[src/hdl/ssp_pkg.sv]
// Constants for the sensorless switchover parameter block
package ssp_pkg;
    localparam int DATA_W = 32;
    localparam int SUB_W = 8;

    // ------------------------------------------------------------
    // Entry subindices
    // ------------------------------------------------------------
    localparam logic [7:0] SUB_ENTRY_COUNT = 8'h00;
    localparam logic [7:0] SUB_RESISTANCE = 8'h01;
    localparam logic [7:0] SUB_INDUCTANCE = 8'h02;
    localparam logic [7:0] SUB_FLUX = 8'h03;
    localparam logic [7:0] SUB_ON_SPEED = 8'h04;
    localparam logic [7:0] SUB_OFF_SPEED = 8'h05;

    // ------------------------------------------------------------
    // Reset values
    // ------------------------------------------------------------
    localparam logic [7:0] RST_ENTRY_COUNT = 8'h05;
    localparam logic [31:0] RST_RESISTANCE = 32'h0000_0000;
    localparam logic [31:0] RST_INDUCTANCE = 32'h0000_0000;
    localparam logic [31:0] RST_FLUX = 32'h0000_0000;
    localparam logic [31:0] RST_ON_SPEED = 32'h0000_0078;
    localparam logic [31:0] RST_OFF_SPEED = 32'h0000_0064;

    // Entry access answer latency, in core_clk cycles
    localparam int ACK_LATENCY = 1;
endpackage

[src/hdl/ssp_thr_if.sv]
// Carrier between the parameter store and the switchover comparator
interface ssp_thr_if;
    logic [31:0] on_speed;
    logic [31:0] off_speed;
    logic [31:0] speed;
    logic sensors_absent;
    logic enable;

    modport store (
        output on_speed,
        output off_speed,
        output speed,
        output sensors_absent,
        input enable
    );
    modport cmp (
        input on_speed,
        input off_speed,
        input speed,
        input sensors_absent,
        output enable
    );
endinterface

[src/hdl/ssp_switch.sv]
// Hysteresis comparator deciding sensorless closed-loop enable
module ssp_switch (
    input wire logic core_clk,
    input wire logic resetn,
    ssp_thr_if.cmp thr
);
    logic enable;
    logic next_enable;
    wire above_on = thr.speed > thr.on_speed;
    wire below_off = thr.speed < thr.off_speed;

    // ------------------------------------------------------------
    // Decision
    // ------------------------------------------------------------
    // Off wins if thresholds are crossed, so a bad setting fails safe
    always_comb begin
        next_enable = enable;
        if (!thr.sensors_absent) begin
            next_enable = 1'b0;
        end else if (below_off) begin
            next_enable = 1'b0;
        end else if (above_on) begin
            next_enable = 1'b1;
        end
    end

    always_ff @(posedge core_clk) begin
        if (!resetn) begin
            enable <= 1'b0;
        end else begin
            enable <= next_enable;
        end
    end

    assign thr.enable = enable;
endmodule

[src/hdl/ssp_top.sv]
// Sensorless motor parameter store and switchover control
//
// Summary of operation
// One parameter set feeds both sensorless control and field weakening.
// Winding resistance held as 32-bit float pattern, loaded by auto setup.
// Winding inductance held as 32-bit float pattern, loaded by auto setup.
// Interlinking flux held as 32-bit float pattern, loaded by auto setup.
// Without sensors, enable sensorless above switch-on speed, default 0x78.
// Without sensors, disable sensorless below switch-off speed, default 0x64.
// Between the thresholds the sensorless enable state is held.
module ssp_top (
    input wire logic core_clk,
    input wire logic resetn,
    // Entry access by subindex
    input wire logic od_req,
    input wire logic od_write,
    input wire logic [7:0] od_subindex,
    input wire logic [31:0] od_wdata,
    output logic od_ack,
    output logic od_abort,
    output logic [31:0] od_rdata,
    // Auto setup results
    input wire logic setup_load,
    input wire logic setup_sensors_found,
    input wire logic [31:0] setup_resistance,
    input wire logic [31:0] setup_inductance,
    input wire logic [31:0] setup_flux,
    // Motor speed magnitude in rpm
    input wire logic [31:0] motor_speed,
    // Parameter set for the control loops
    output logic [31:0] foc_resistance,
    output logic [31:0] foc_inductance,
    output logic [31:0] foc_flux,
    output logic [31:0] fw_resistance,
    output logic [31:0] fw_inductance,
    output logic [31:0] fw_flux,
    output logic sensors_absent,
    output logic sensorless_enable
);
    logic [31:0] winding_resistance;
    logic [31:0] winding_inductance;
    logic [31:0] interlinking_flux;
    logic [31:0] sensorless_on_speed;
    logic [31:0] sensorless_off_speed;
    logic absent;
    logic ack;
    logic abort;
    logic [31:0] rdata;

    // ------------------------------------------------------------
    // Subindex decode
    // ------------------------------------------------------------
    wire hit_count = od_subindex == ssp_pkg::SUB_ENTRY_COUNT;
    wire hit_res = od_subindex == ssp_pkg::SUB_RESISTANCE;
    wire hit_ind = od_subindex == ssp_pkg::SUB_INDUCTANCE;
    wire hit_flux = od_subindex == ssp_pkg::SUB_FLUX;
    wire hit_on = od_subindex == ssp_pkg::SUB_ON_SPEED;
    wire hit_off = od_subindex == ssp_pkg::SUB_OFF_SPEED;
    wire hit_rw = hit_res | hit_ind | hit_flux | hit_on | hit_off;
    wire hit_any = hit_rw | hit_count;
    wire bad_access = !hit_any || (od_write && hit_count);
    wire wr_ok = od_req && od_write && hit_rw;
    wire rd_ok = od_req && !od_write && hit_any;

    wire [31:0] read_mux =
        hit_count ? {24'h00_0000, ssp_pkg::RST_ENTRY_COUNT} :
        hit_res ? winding_resistance :
        hit_ind ? winding_inductance :
        hit_flux ? interlinking_flux :
        hit_on ? sensorless_on_speed :
        hit_off ? sensorless_off_speed : 32'h0000_0000;

    // ------------------------------------------------------------
    // Motor model parameters
    // ------------------------------------------------------------
    // Auto setup wins over a master write in the same cycle: the
    // measured value is the one the loops must run with.
    always_ff @(posedge core_clk) begin
        if (!resetn) begin
            winding_resistance <= ssp_pkg::RST_RESISTANCE;
            winding_inductance <= ssp_pkg::RST_INDUCTANCE;
            interlinking_flux <= ssp_pkg::RST_FLUX;
        end else if (setup_load) begin
            winding_resistance <= setup_resistance;
            winding_inductance <= setup_inductance;
            interlinking_flux <= setup_flux;
        end else if (wr_ok) begin
            if (hit_res) begin
                winding_resistance <= od_wdata;
            end
            if (hit_ind) begin
                winding_inductance <= od_wdata;
            end
            if (hit_flux) begin
                interlinking_flux <= od_wdata;
            end
        end
    end

    // ------------------------------------------------------------
    // Switchover thresholds and sensor presence
    // ------------------------------------------------------------
    always_ff @(posedge core_clk) begin
        if (!resetn) begin
            sensorless_on_speed <= ssp_pkg::RST_ON_SPEED;
            sensorless_off_speed <= ssp_pkg::RST_OFF_SPEED;
        end else if (wr_ok && hit_on) begin
            sensorless_on_speed <= od_wdata;
        end else if (wr_ok && hit_off) begin
            sensorless_off_speed <= od_wdata;
        end
    end

    // Sensors assumed present until setup says otherwise: safe default
    always_ff @(posedge core_clk) begin
        if (!resetn) begin
            absent <= 1'b0;
        end else if (setup_load) begin
            absent <= !setup_sensors_found;
        end
    end

    // ------------------------------------------------------------
    // Access answer
    // ------------------------------------------------------------
    always_ff @(posedge core_clk) begin
        if (!resetn) begin
            ack <= 1'b0;
            abort <= 1'b0;
            rdata <= 32'h0000_0000;
        end else begin
            ack <= od_req && !bad_access;
            abort <= od_req && bad_access;
            rdata <= rd_ok ? read_mux : 32'h0000_0000;
        end
    end

    assign od_ack = ack;
    assign od_abort = abort;
    assign od_rdata = rdata;

    // ------------------------------------------------------------
    // Outputs to both control loops
    // ------------------------------------------------------------
    assign foc_resistance = winding_resistance;
    assign foc_inductance = winding_inductance;
    assign foc_flux = interlinking_flux;
    assign fw_resistance = winding_resistance;
    assign fw_inductance = winding_inductance;
    assign fw_flux = interlinking_flux;
    assign sensors_absent = absent;

    ssp_thr_if thr ();
    assign thr.on_speed = sensorless_on_speed;
    assign thr.off_speed = sensorless_off_speed;
    assign thr.speed = motor_speed;
    assign thr.sensors_absent = absent;
    assign sensorless_enable = thr.enable;

    ssp_switch u_switch (
        .core_clk(core_clk),
        .resetn(resetn),
        .thr(thr)
    );
endmodule

[config.mk]
export PLATFORM = sky130hd
export DESIGN_NAME = ssp_top
export DESIGN_NICKNAME = d
export VERILOG_FILES = /design/src/hdl/ssp_pkg.sv /design/src/hdl/ssp_thr_if.sv /design/src/hdl/ssp_switch.sv /design/src/hdl/ssp_top.sv
export SDC_FILE = /design/constraint.sdc
export NUM_CORES = 1
export LEC_CHECK = 0
export ABC_AREA = 0
export BUFFER_PORTS_ARGS = -buffer_cell sky130_fd_sc_hd__buf_4
export CAP_MARGIN = 10
export CORE_UTILIZATION = 44
export CTS_BUF_LIST = sky130_fd_sc_hd__clkbuf_4 sky130_fd_sc_hd__clkbuf_8
export CTS_CLUSTER_SIZE = 24
export DETAILED_ROUTE_END_ITERATION = 16
export MAX_ROUTING_LAYER = met4
export PLACE_DENSITY = 0.75
export SYNTH_ARGS = -nofsm -noshare
export SYNTH_HDL_FRONTEND = slang
export SYNTH_SLANG_ARGS = --single-unit
[constraint.sdc]
create_clock -name core_clk -period 2.3 [get_ports core_clk]
set_clock_uncertainty 0.15 [all_clocks]
set_input_delay 0.115 -clock core_clk [delete_from_list [all_inputs] [get_ports core_clk]]
set_output_delay 0.115 -clock core_clk [all_outputs]
set_load 0.005 [all_outputs]
**Word-level counts from Yosys, hierarchy flattened**

Index checks and enable logic that the tools add are counted.

- Order comparisons: 2
- Equal/unequal tests: 5
- Mux-type cells: 15
- Bitwise logic cells: 9
- Reduce and logical (&&, ||, !) cells: 26

Operators by type and width:

| cell | number |
|---|---|
| $mux 32 | 14 |
| $gt 32x32->1 | 1 |
| $lt 32x32->1 | 1 |
| $eq 8x2->1 const B | 2 |
| $eq 8x3->1 const B | 2 |
| $reduce_and 2->1 | 5 |
| $logic_and 1x1->1 | 9 |
| $eq 8x1->1 const B | 1 |
| $logic_not 8->1 | 1 |
| $reduce_bool 2->1 | 4 |
| $reduce_or 3->1 | 2 |
| $or 1x1->1 | 5 |
| $logic_not 1->1 | 4 |
| $not 1->1 | 4 |
| $mux 3 | 1 |
| $logic_or 1x1->1 | 1 |

- Bits in registers: 196
- Input bits: 174
- Output and inout port bits: 228
- Word-level logic and storage cells: 68

**Logic depth before layout (Yosys ltp)**

Gate-level depths: netlist of the first run.

- Depth in word-level cells: 10
- Gate-level depth with buffers: 9
- Depth with buffers taken out: 8

**Cells and area by module**

Synthesis of the first run repeated with hierarchy kept, for this count alone.

- Cells, all modules: 1295
- Area total of the unflattened synthesis: 10854.2 um2

Modules (own cells, without submodules):

| module | times used | cells each | area each (um2) | seq. area each (um2) |
|---|---|---|---|---|
| ssp_top | 1 | 1073 | 9266.4 | 3903.7 |
| ssp_switch | 1 | 222 | 1587.8 | 20.0 |

**Worst setup path after synthesis of the first run**

Ideal clock, no wire load.

- Path type: register to register
- From: register sensorless_on_speed[27]
- To: register u_switch.enable (netlist: u_switch.thr.enable)
- Setup time: 0.137 ns
- Arrival time: 1.913 ns
- Data required time: 2.013 ns
- Path slack: 0.100 ns
- Cell stages (with the launch flop): 8
- Buffers on the path: 0
- Period minus slack after synthesis: 2.200 ns
- Path through: dfxtp_1 -> inv_1 -> ha_1 -> nand4_1 -> or4_1 -> or4_1 -> nand3_1 -> a311oi_1

- Word-level cells in the longest chain between the ends: 1

Ends and longest elaborated chain:

| element | RTL line | text |
|---|---|---|
| start: declaration | ssp_top.sv:43 | `logic [31:0] sensorless_on_speed;` |
| start signal: assignment | ssp_top.sv:105 | `sensorless_on_speed <= ssp_pkg::RST_ON_SPEED;` |
| start signal: assignment | ssp_top.sv:108 | `sensorless_on_speed <= od_wdata;` |
| $gt 32x32->1 | ssp_switch.sv:9 | `wire above_on = thr.speed > thr.on_speed;` |
| end signal: assignment | ssp_switch.sv:31 | `enable <= next_enable;` |
| end: declaration | ssp_switch.sv:7 | `logic enable;` |

No other way between the ends.
A chain may end at the register's enable or synchronous reset.

**Worst setup path in the final report of the first run**

- From: input port od_write
- To: register winding_inductance[15] (netlist: foc_inductance[15])

- Word-level cells in the longest chain between the ends: 4

Ends and longest elaborated chain:

| element | RTL line | text |
|---|---|---|
| start: declaration | ssp_top.sv:16 | `input wire logic od_write,` |
| $logic_and 1x1->1 (2 in series) | ssp_top.sv:62 | `wire wr_ok = od_req && od_write && hit_rw;` |
| $reduce_bool 2->1 (no source line) | -- |  |
| $reduce_and 2->1 (no source line) | -- |  |
| end signal: assignment | ssp_top.sv:81 | `winding_inductance <= ssp_pkg::RST_INDUCTANCE;` |
| end signal: assignment | ssp_top.sv:85 | `winding_inductance <= setup_inductance;` |
| end signal: assignment | ssp_top.sv:92 | `winding_inductance <= od_wdata;` |
| end: declaration | ssp_top.sv:41 | `logic [31:0] winding_inductance;` |

No other way between the ends.

==> results.cfg, run 1 <==
[setup_path]
cp_data_arrival_time_ps = 2510
start_kind = primary input
cp_max_fo = 15
crit_path_frequent_cell = dlygate4sd3_1
critPathKind = in2reg
crit_path_cell_trace = dlygate4sd3_1 > buf_4 > nand2_1 > nor3_4 > buf_12 > mux2i_1 > o21ai_0 > dlygate4sd3_1 > and2_1
endpoint_kind = register
required_ps = 2540
critical_path.max_stage_delay_ps = 580
crit_slowest_cell = dlygate4sd3_1

[run]
max-cap-violations = 0

[global_routing]
grt_pass1_wl_um = 60090
grt_max_degree = 163
track_usage = 0.3043
grt_overflow = 0
met3_usage = 0.04237
grt.busiest_layer = met2
grt_pass1_vias = 11350
met1_usage = 0.3448
grtUsageMet2 = 0.5376
antenna_found_initial = 1

[detailed_routing]
wl_per_cell_um = 18.98
totalWireLength_um = 40410
drtAntennaViolNets = 0
drt_iter0_markers = 881
drtPass1Iterations = 5
drc = 0
vias = 11390
drt-vias-per-instance = 5.352

[sta]
setup_viol = 0
final_max_slew_viol_count = 0
worst_slew_pin_slew_ps = 923.7
slew_headroom = 0.3795
fin_ws_ps = 24.24
rsz0062_at_grt = yes
period_needed_ps = 2276
period_share = 0.9895
hold_viol = 0
clock.fmax_ghz = 0.4394
setup_tns_ps = 0
hold_ws_ps = 64.32

[final_layout]
layout.nets = 2028
drive_above_1_share = 0.2794
final_core_utilization = 0.6548
area_growth_pct = 44.57
layoutNonFillerInstCount = 2129
stdcell_area_um2 = 16110
mostFrequentLayoutCells = buf_4, nand2_1, dfxtp_1, dlygate4sd3_1, mux2i_1
layout_commonest_cell = buf_4

[clock_network]
cts_max_level = 4
clock-root-buffer = clkbuf_8
clk_latency_ps = 480
cts_buffer_depth = 2
cts_tree = yes
clk_pin_slew_ps = 110
clock-sinks = 196
cts_made_buffers = 17

[placement]
place_area_um2 = 13900
dp_cells = 1922
hpwl_um = 25760
gp_congestion = 0.8560
portBuffers = 401
dp_slack_ps = -101.9

[floorplanning]
fp.dieW_um = 161.2
core-area_um2 = 24600
die_h_um = 161.2
io_pins = 402
die_area_um2 = 25970
rows = 57
initial_core_util = 0.4529

[power]
p_leak_nw = 6.782
ir_worst_vdd_mv = 0.4042
power_density_nw_per_um2 = 461.5
totalPowerFinal_mw = 7.436

[yosys]
netlist_area_um2 = 11140
synth_nets = 1572
synth_cell_type_count = 46
ys.flop_type = dfxtp_1
synthCells = 1335
async_flop_share = 0
syn_area_per_cell_um2 = 8.348
synth_edf_count = 0
yosysSeqAreaShare = 0.3521
ys_ff_latch = 196
yosysWarnings = 0

[outcome]
status = completed

[min_path]
hold_path.class = in2reg
-- power by group --
| group | switching, mW | leakage, nW | total, mW | internal (mW) |
|---|---|---|---|---|
| logic | 0.607 | 4.98 | 1.48 | 0.869 |
| clock network | 1.48 | 0.202 | 2.33 | 0.852 |
| registers | 0.130 | 1.60 | 3.63 | 3.50 |
| total | 2.22 | 6.78 | 7.44 | 5.22 |
-- per-layer routing --
metal  wire length [um]  share of wire
met1              16100           0.40
met5                  0              0
met3               2663          0.066
met4               1376          0.034
met2              20280           0.50
-- cells by family (layout without fill, tap and decap cells) --
| kind of cell | Yosys count | in the layout | share of synthesized area |
|---|---|---|---|
| AND/OR/NAND/NOR | 355 | 357 | 0.1477 |
| AO/OA/AOI/OAI | 323 | 323 | 0.1684 |
| buffers and inverters | 244 | 711 | 0.1227 |
| flip-flops | 196 | 196 | 0.3521 |
| multiplexers | 154 | 154 | 0.1383 |
| adder cells (fa/ha/maj) | 63 | 63 | 0.07073 |
| other | 0 | 1 | 0 |
-- layout make-up --
| cell class | instances | area, um^2 |
|---|---|---|
| clock inverter | 14 | 152.6 |
| fill | 1889 | 8493 |
| sequential | 196 | 3933 |
| timing repair buffer | 612 | 5150 |
| inverter | 67 | 251.5 |
| clock buffer | 18 | 247.7 |
| tap | 324 | 405.4 |
| antenna | 1 | 2.502 |
| multi-input combinational | 897 | 5969 |
-- worst paths after layout --
check                                       startpoint                              endpoint  slack, ps  depth (start not counted)
setup / recovery                              od_write       foc_inductance[15]$_SDFFE_PN0P_         20                          9
hold / removal                         motor_speed[31]      u_switch.thr.enable$_SDFFE_PP0N_         60                          4
setup reg to reg  sensorless_on_speed[27]$_SDFFE_PN0P_      u_switch.thr.enable$_SDFFE_PP0N_         30                          7
hold reg to reg   sensorless_on_speed[22]$_SDFFE_PN0P_  sensorless_on_speed[22]$_SDFFE_PN0P_        320                          2
-- Yosys cell counts, types with 4 or more instances --
cell / n / area, um^2
clkbuf_1: 52 / 195.2
nand2_1: 206 / 773.2
a31oi_1: 5 / 31.28
nor2b_1: 5 / 31.28
o22ai_1: 34 / 212.7
buf_1: 6 / 22.52
and2_1: 65 / 406.6
nor2_1: 39 / 146.4
buf_4: 101 / 758.2
o211ai_1: 8 / 60.06
a211oi_1: 4 / 30.03
ha_1: 63 / 788.3
a21oi_1: 98 / 490.5
nand4_1: 10 / 62.56
a21boi_1: 14 / 105.1
dfxtp_1: 196 / 3924
o21ai_0: 105 / 525.5
inv_1: 66 / 247.7
mux2i_1: 154 / 1541
a21boi_0: 43 / 322.8
nand3_1: 9 / 45.04
buf_6: 8 / 90.09
buf_2: 10 / 50.05
a21o_1: 6 / 45.04
-- flip-flops by register name (all words and copies together), names as in the netlist --
signal	cells
foc_flux	32
foc_inductance	32
foc_resistance	32
od_rdata	32
sensorless_off_speed	32
sensorless_on_speed	32
od_abort	1
od_ack	1
sensors_absent	1
u_switch.thr.enable	1
-- critical path, delay by kind of cell --
family,cells,cell delay [ps]
AND/OR/NAND/NOR,3,610
buffers and inverters,4,1470
multiplexers,1,190
AO/OA/AOI/OAI,1,90
-- what timing repair did --
item	in CTS	in global routing
pin swaps	6	6
endpoints found under the hold margin	165	0
setup endpoints to repair	1	46
gates resized for setup	12	7
gates cloned	0	2
hold buffers	168	0
buffers inserted	1	3
Note: power is estimated with default switching activity, not from simulation.
==> run 2, diff against run 1 <==
--- a/config.mk
+++ b/config.mk
@@ -16,4 +16,5 @@
 export PLACE_DENSITY = 0.75
 export SYNTH_ARGS = -nofsm -noshare
 export SYNTH_HDL_FRONTEND = slang
+export SYNTH_HIERARCHICAL = 1
 export SYNTH_SLANG_ARGS = --single-unit
==> run 2 against run 1 <==
  * Sequential power is 2% higher
  * Sequential share of layout area is 0.37 points lower
  * Final cell count is 0.47% higher
  * Total power is 6.6% higher
  * Area after synthesis is 2.6% lower
  * Design area is 1.5% higher
  * Routed wire length is 16% higher
  * Combinational power is 19% higher
  * Register-to-register slack better by 40 ps
  * Critical endpoint is now od_rdata[2]$_SDFF_PN0_
  * Highest routed layer unchanged
==> results.cfg, run 2 <==
[global_routing]
grt_pass1_wl_um = 69200
grt_max_degree = 165
track_usage = 0.3681
grt_overflow = 0
grt_pass1_vias = 11570
antenna_found_initial = 3

[setup_path]
cp_data_arrival_time_ps = 2540
start_kind = primary input
crit_path_frequent_cell = dlygate4sd3_1
critPathKind = in2reg
endpoint_kind = register
required_ps = 2600
critical_path.max_stage_delay_ps = 600
cp_max_fo = 4
crit_slowest_cell = dlygate4sd3_1
crit_path_cell_trace = buf_4 > dlygate4sd3_1 > nand2_1 > or3_1 > dlygate4sd3_1 > a21oi_1 > dlygate4sd3_1

[detailed_routing]
totalWireLength_um = 47050
drtAntennaViolNets = 0
drc = 0
wl_per_cell_um = 21.99
drt_iter0_markers = 1280
drtPass1Iterations = 6
vias = 12320
drt-vias-per-instance = 5.758

[floorplanning]
fp.dieW_um = 159.1
die_h_um = 159.1
die_area_um2 = 25300
core-area_um2 = 24250
rows = 57
initial_core_util = 0.4476
io_pins = 402

[sta]
setup_viol = 0
final_max_slew_viol_count = 0
slew_headroom = 0.5042
period_share = 0.9713
setup_tns_ps = 0
fin_ws_ps = 66.11
hold_viol = 0
period_needed_ps = 2234
worst_slew_pin_slew_ps = 743.8
clock.fmax_ghz = 0.4476

[clock_network]
clk_latency_ps = 500
cts_made_buffers = 17
clock-root-buffer = clkbuf_8
clk_pin_slew_ps = 120
cts_tree = yes
cts_buffer_depth = 2
clock-sinks = 196
cts_max_level = 4

[outcome]
status = completed

[yosys]
yosysSeqAreaShare = 0.3615
synth_nets = 1532
yosysWarnings = 6
synth_edf_count = 0
synth_top_area_cell = dfxtp_1
yosysTopAreaCellShare = 0.3615
ys_ff_latch = 196
synth_area_leaders = dfxtp_1, mux2i_1, o21ai_0
synthCells = 1295
syn_area_per_cell_um2 = 8.382
yosys-top-cells-count = dfxtp_1, o21ai_0, a21oi_1
netlist_area_um2 = 10850
ys.flop_type = dfxtp_1
async_flop_share = 0
yosysMostFrequentCell = dfxtp_1
synth_cell_type_count = 50

[power]
combPwrFrac = 0.222
p_sw_mw = 2.475
pwr-share-seq = 0.468
internal_power_mw = 5.449
p_sw_frac = 0.3123
ir_worst_vdd_mv = 0.3379
p_clk_frac = 0.310
p_leak_nw = 7.779
power_density_nw_per_um2 = 484.5

[placement]
dp_slack_ps = 77.91
portBuffers = 401
hpwl_um = 31260
gp_congestion = 0.9152
dp_cells = 1866

[final_layout]
n_fill_cell = 1850
mostFrequentLayoutCells = buf_4, dlygate4sd3_1, dfxtp_1, o21ai_0, a21oi_1
layout_commonest_cell = buf_4
area_growth_pct = 50.67
layoutNonFillerInstCount = 2139
drive_above_1_share = 0.2831
layout.nets = 2036
final_core_utilization = 0.6745

[run]
max-cap-violations = 0

[min_path]
hold_path.class = in2reg
-- run 2: changes by cell type after synthesis, moves of 17 or more --
cell	delta
a21boi_0	-42
a21oi_1	+76
a221oi_1	+17
and2_1	-65
mux2i_1	-42
nand2_1	-145
nand3_1	+57
o21ai_0	+71
o22ai_1	-34
-- run 2: final cells by class --
| type | instances | area [um^2] | share of cell area |
|---|---|---|---|
| multi-input combinational | 826 | 5538 | 0.3386 |
| timing repair buffer | 675 | 5727 | 0.3502 |
| antenna | 3 | 7.507 | 0.0004590 |
| inverter | 83 | 314.1 | 0.01920 |
| tap | 324 | 405.4 | 0.02479 |
| clock buffer | 17 | 234.0 | 0.01431 |
| clock inverter | 15 | 197.7 | 0.01209 |
| sequential | 196 | 3931 | 0.2404 |
-- run 2: power groups by stage --
| stage | sequential, mW | clock [mW] | combinational (mW) |
|---|---|---|---|
| finish | 3.71 | 2.46 | 1.76 |
| global route | 3.72 | 2.59 | 1.86 |
| CTS | 3.70 | 2.46 | 1.68 |
| detailed placement | 3.77 | 0 | 1.33 |
| global placement | 3.77 | 0 | 1.32 |
| floorplan | 3.70 | 0 | 0.668 |
-- run 2: worst paths after layout --
path | endpoint | slack [ps] | start | depth (start not counted)
max | od_rdata[2]$_SDFF_PN0_ | 70 | od_req | 7
max reg2reg | u_switch/thr.enable$_SDFFE_PP0N_ | 70 | sensorless_off_speed[2]$_SDFFE_PN1P_ | 7
min | sensorless_off_speed[2]$_SDFFE_PN1P_ | 30 | resetn | 3
min reg2reg | sensorless_on_speed[1]$_SDFFE_PN0P_ | 340 | sensorless_on_speed[1]$_SDFFE_PN0P_ | 2
-- run 2: repair_timing --
action	4_1_cts	5_1_grt
endpoints found under the setup margin	0	1
setup buffers	0	1
hold buffers	237	0
resized for setup	0	7
endpoints found under the hold margin	178	0
-- run 2: cell families after synthesis --
family,Yosys count,synth area share
buffers and inverters,273,0.1301
adder cells (fa/ha/maj),63,0.07262
flip-flops,196,0.3615
AND/OR/NAND/NOR,219,0.09844
multiplexers,112,0.1033
AO/OA/AOI/OAI,432,0.2340
-- run 2: per-stage QoR --
stage / total power [mW] / hold slack, ps / cell area (um^2)
final: 7.924 / 29.48 / 16350
after global routing: 8.172 / 34.74 / 16350
after CTS: 7.840 / 11.18 / 16330
after detailed placement: 5.107 / 235.5 / 13520
after global placement: 5.092 / 229.0 / 13520
after floorplan: 4.370 / 90.11 / 10850
-- run 2: metal layers --
layer	GRT usage	wire, um	vias to the layer above
li1	-	-	5554
met1	0.4750	19860	5885
met2	0.5658	21370	740
met3	0.06981	4040	137
met4	0.1490	1774	0
met5	-	0	-
-- run 2: worst max-delay path: cells and delay by family --
family | cells | cell delay (ps)
buffers and inverters | 4 | 1800
AND/OR/NAND/NOR | 2 | 510
AO/OA/AOI/OAI | 1 | 110
==> run 3, diff against run 2 <==
--- a/config.mk
+++ b/config.mk
@@ -9,7 +9,7 @@
 export BUFFER_PORTS_ARGS = -buffer_cell sky130_fd_sc_hd__buf_4
 export CAP_MARGIN = 10
 export CORE_UTILIZATION = 44
-export CTS_BUF_LIST = sky130_fd_sc_hd__clkbuf_4 sky130_fd_sc_hd__clkbuf_8
+export CTS_BUF_LIST = sky130_fd_sc_hd__clkbuf_16
 export CTS_CLUSTER_SIZE = 24
 export DETAILED_ROUTE_END_ITERATION = 16
 export MAX_ROUTING_LAYER = met4
==> run 3 against run 2 <==
  * Global-route usage up 0.20 points
  * Sequential power is essentially flat
  * First-iteration DRC count rose by 5.9%
  * Register-to-register slack about the same
  * Routed wire length rose by 0.34%
  * Worst setup slack got worse by 4.7 ps
  * Final cell count fell by 0.70%
  * Highest routed layer unchanged
  * Largest power group unchanged
==> results.cfg, run 3 (synthesis results as in run 2) <==
[sta]
period_share = 0.9733
hold_viol = 0
worst_slew_pin_slew_ps = 741.7
final_max_slew_viol_count = 0
setup_tns_ps = 0
slew_headroom = 0.5055
period_needed_ps = 2239
fin_ws_ps = 61.44
clock.fmax_ghz = 0.4467
setup_viol = 0

[placement]
dp_slack_ps = 77.91
place_area_um2 = 13520
gp_congestion = 0.9152
dp_cells = 1866
portBuffers = 401
hpwl_um = 31260

[global_routing]
grt_max_degree = 165
grtUsageMet2 = 0.5700
grt_overflow = 0
antenna_found_initial = 1
grt.busiest_layer = met2
met3_usage = 0.06069
grt_pass1_wl_um = 69370
track_usage = 0.3701
met1_usage = 0.4787
grt_pass1_vias = 11560

[detailed_routing]
totalWireLength_um = 47210
vias = 12200
drt-vias-per-instance = 5.745
drt_iter0_markers = 1355
wl_per_cell_um = 22.22
drc = 0
drtAntennaViolNets = 0
drtPass1Iterations = 5

[power]
ir_worst_vdd_mv = 0.4008
power_density_nw_per_um2 = 527.0
p_leak_nw = 7.819

[final_layout]
layout_commonest_cell = buf_4
area_growth_pct = 51.26
final_core_utilization = 0.6771
drive_above_1_share = 0.2829
mostFrequentLayoutCells = buf_4, dlygate4sd3_1, dfxtp_1, o21ai_0, a21oi_1
layoutNonFillerInstCount = 2124
layout.nets = 2023
stdcell_area_um2 = 16420

[min_path]
hold_path.class = in2reg
hold_start = od_subindex[7]

[clock_network]
cts_made_buffers = 17
clk_pin_slew_ps = 80
cts_max_level = 4
clock-root-buffer = clkbuf_16
clock-sinks = 196
cts_buffer_depth = 2
clk_latency_ps = 450
post_cts_buffers = 0
cts_tree = yes

[floorplanning]
core-area_um2 = 24250
rows = 57
initial_core_util = 0.4476
die_area_um2 = 25300
fp.dieW_um = 159.1
die_h_um = 159.1
io_pins = 402

[setup_path]
r2r_start = sensorless_off_speed[7]$_SDFFE_PN0P_
required_ps = 2500
crit_path_start = sensorless_off_speed[7]$_SDFFE_PN0P_
start_kind = register
endpoint_kind = register
cp_max_fo = 3
critPathKind = reg2reg
r2r_setup_slack_ps = 60
cp_data_arrival_time_ps = 2440

[outcome]
status = completed

[run]
max-cap-violations = 0
[run 3: cell count changes in the layout (fill, tap and decap cells not counted)]
cell,before,now
buf_4,432,431
clkbuf_16,0,17
clkbuf_8,17,0
dfxtp_1,190,193
dfxtp_2,6,3
diode_2,3,1
dlygate4sd3_1,237,225
nor4_2,1,0
nor4_4,1,2
[run 3: per-layer routing]
layer,vias to the layer above,share of wire
li1,5523,-
met1,5841,0.42
met2,709,0.46
met3,129,0.082
met4,0,0.040
met5,-,0
[run 3: per-stage QoR]
step | total power [mW] | hold slack, ps
floorplan | 4.370 | 90.11
global placement | 5.092 | 229.0
detailed placement | 5.107 | 235.5
CTS | 8.549 | 0.6014
global route | 8.897 | 25.23
finish | 8.653 | 22.94
[run 3: cell type report]
cell class	count	area, um^2
antenna	1	2.502
clock inverter	15	197.7
fill	1849	7830
multi-input combinational	826	5547
tap	324	405.4
clock buffer	17	425.4
timing repair buffer	662	5599
inverter	83	314.1
sequential	196	3928
[run 3: worst max-delay path, cell delays in order (launching register included)]
cell      delay (ps)
dfxtp_1          380
inv_1             60
ha_1             310
and4_1           250
o221ai_1         180
a311oi_1         390
o311ai_0         180
a211oi_1         260
[run 3: path summary, 6_finish.rpt]
path	to	depth (start not counted)
max	u_switch/thr.enable$_SDFFE_PP0N_	7
min	od_rdata[5]$_SDFF_PP0_	4
max reg2reg	u_switch/thr.enable$_SDFFE_PP0N_	7
min reg2reg	sensorless_on_speed[1]$_SDFFE_PN0P_	2
[run 3: power breakdown]
| group | total [mW] | switching, mW | internal, mW |
|---|---|---|---|
| Sequential | 3.71 | 0.195 | 3.51 |
| Combinational | 1.75 | 0.775 | 0.973 |
| Clock | 3.20 | 1.60 | 1.59 |
| Total | 8.65 | 2.57 | 6.08 |
[run 3: timing repair]
action                     4_1_cts  5_1_grt
resized for setup                0        5
setup endpoints to repair        0       11
hold buffers                   225        0
hold endpoints to repair       165        0
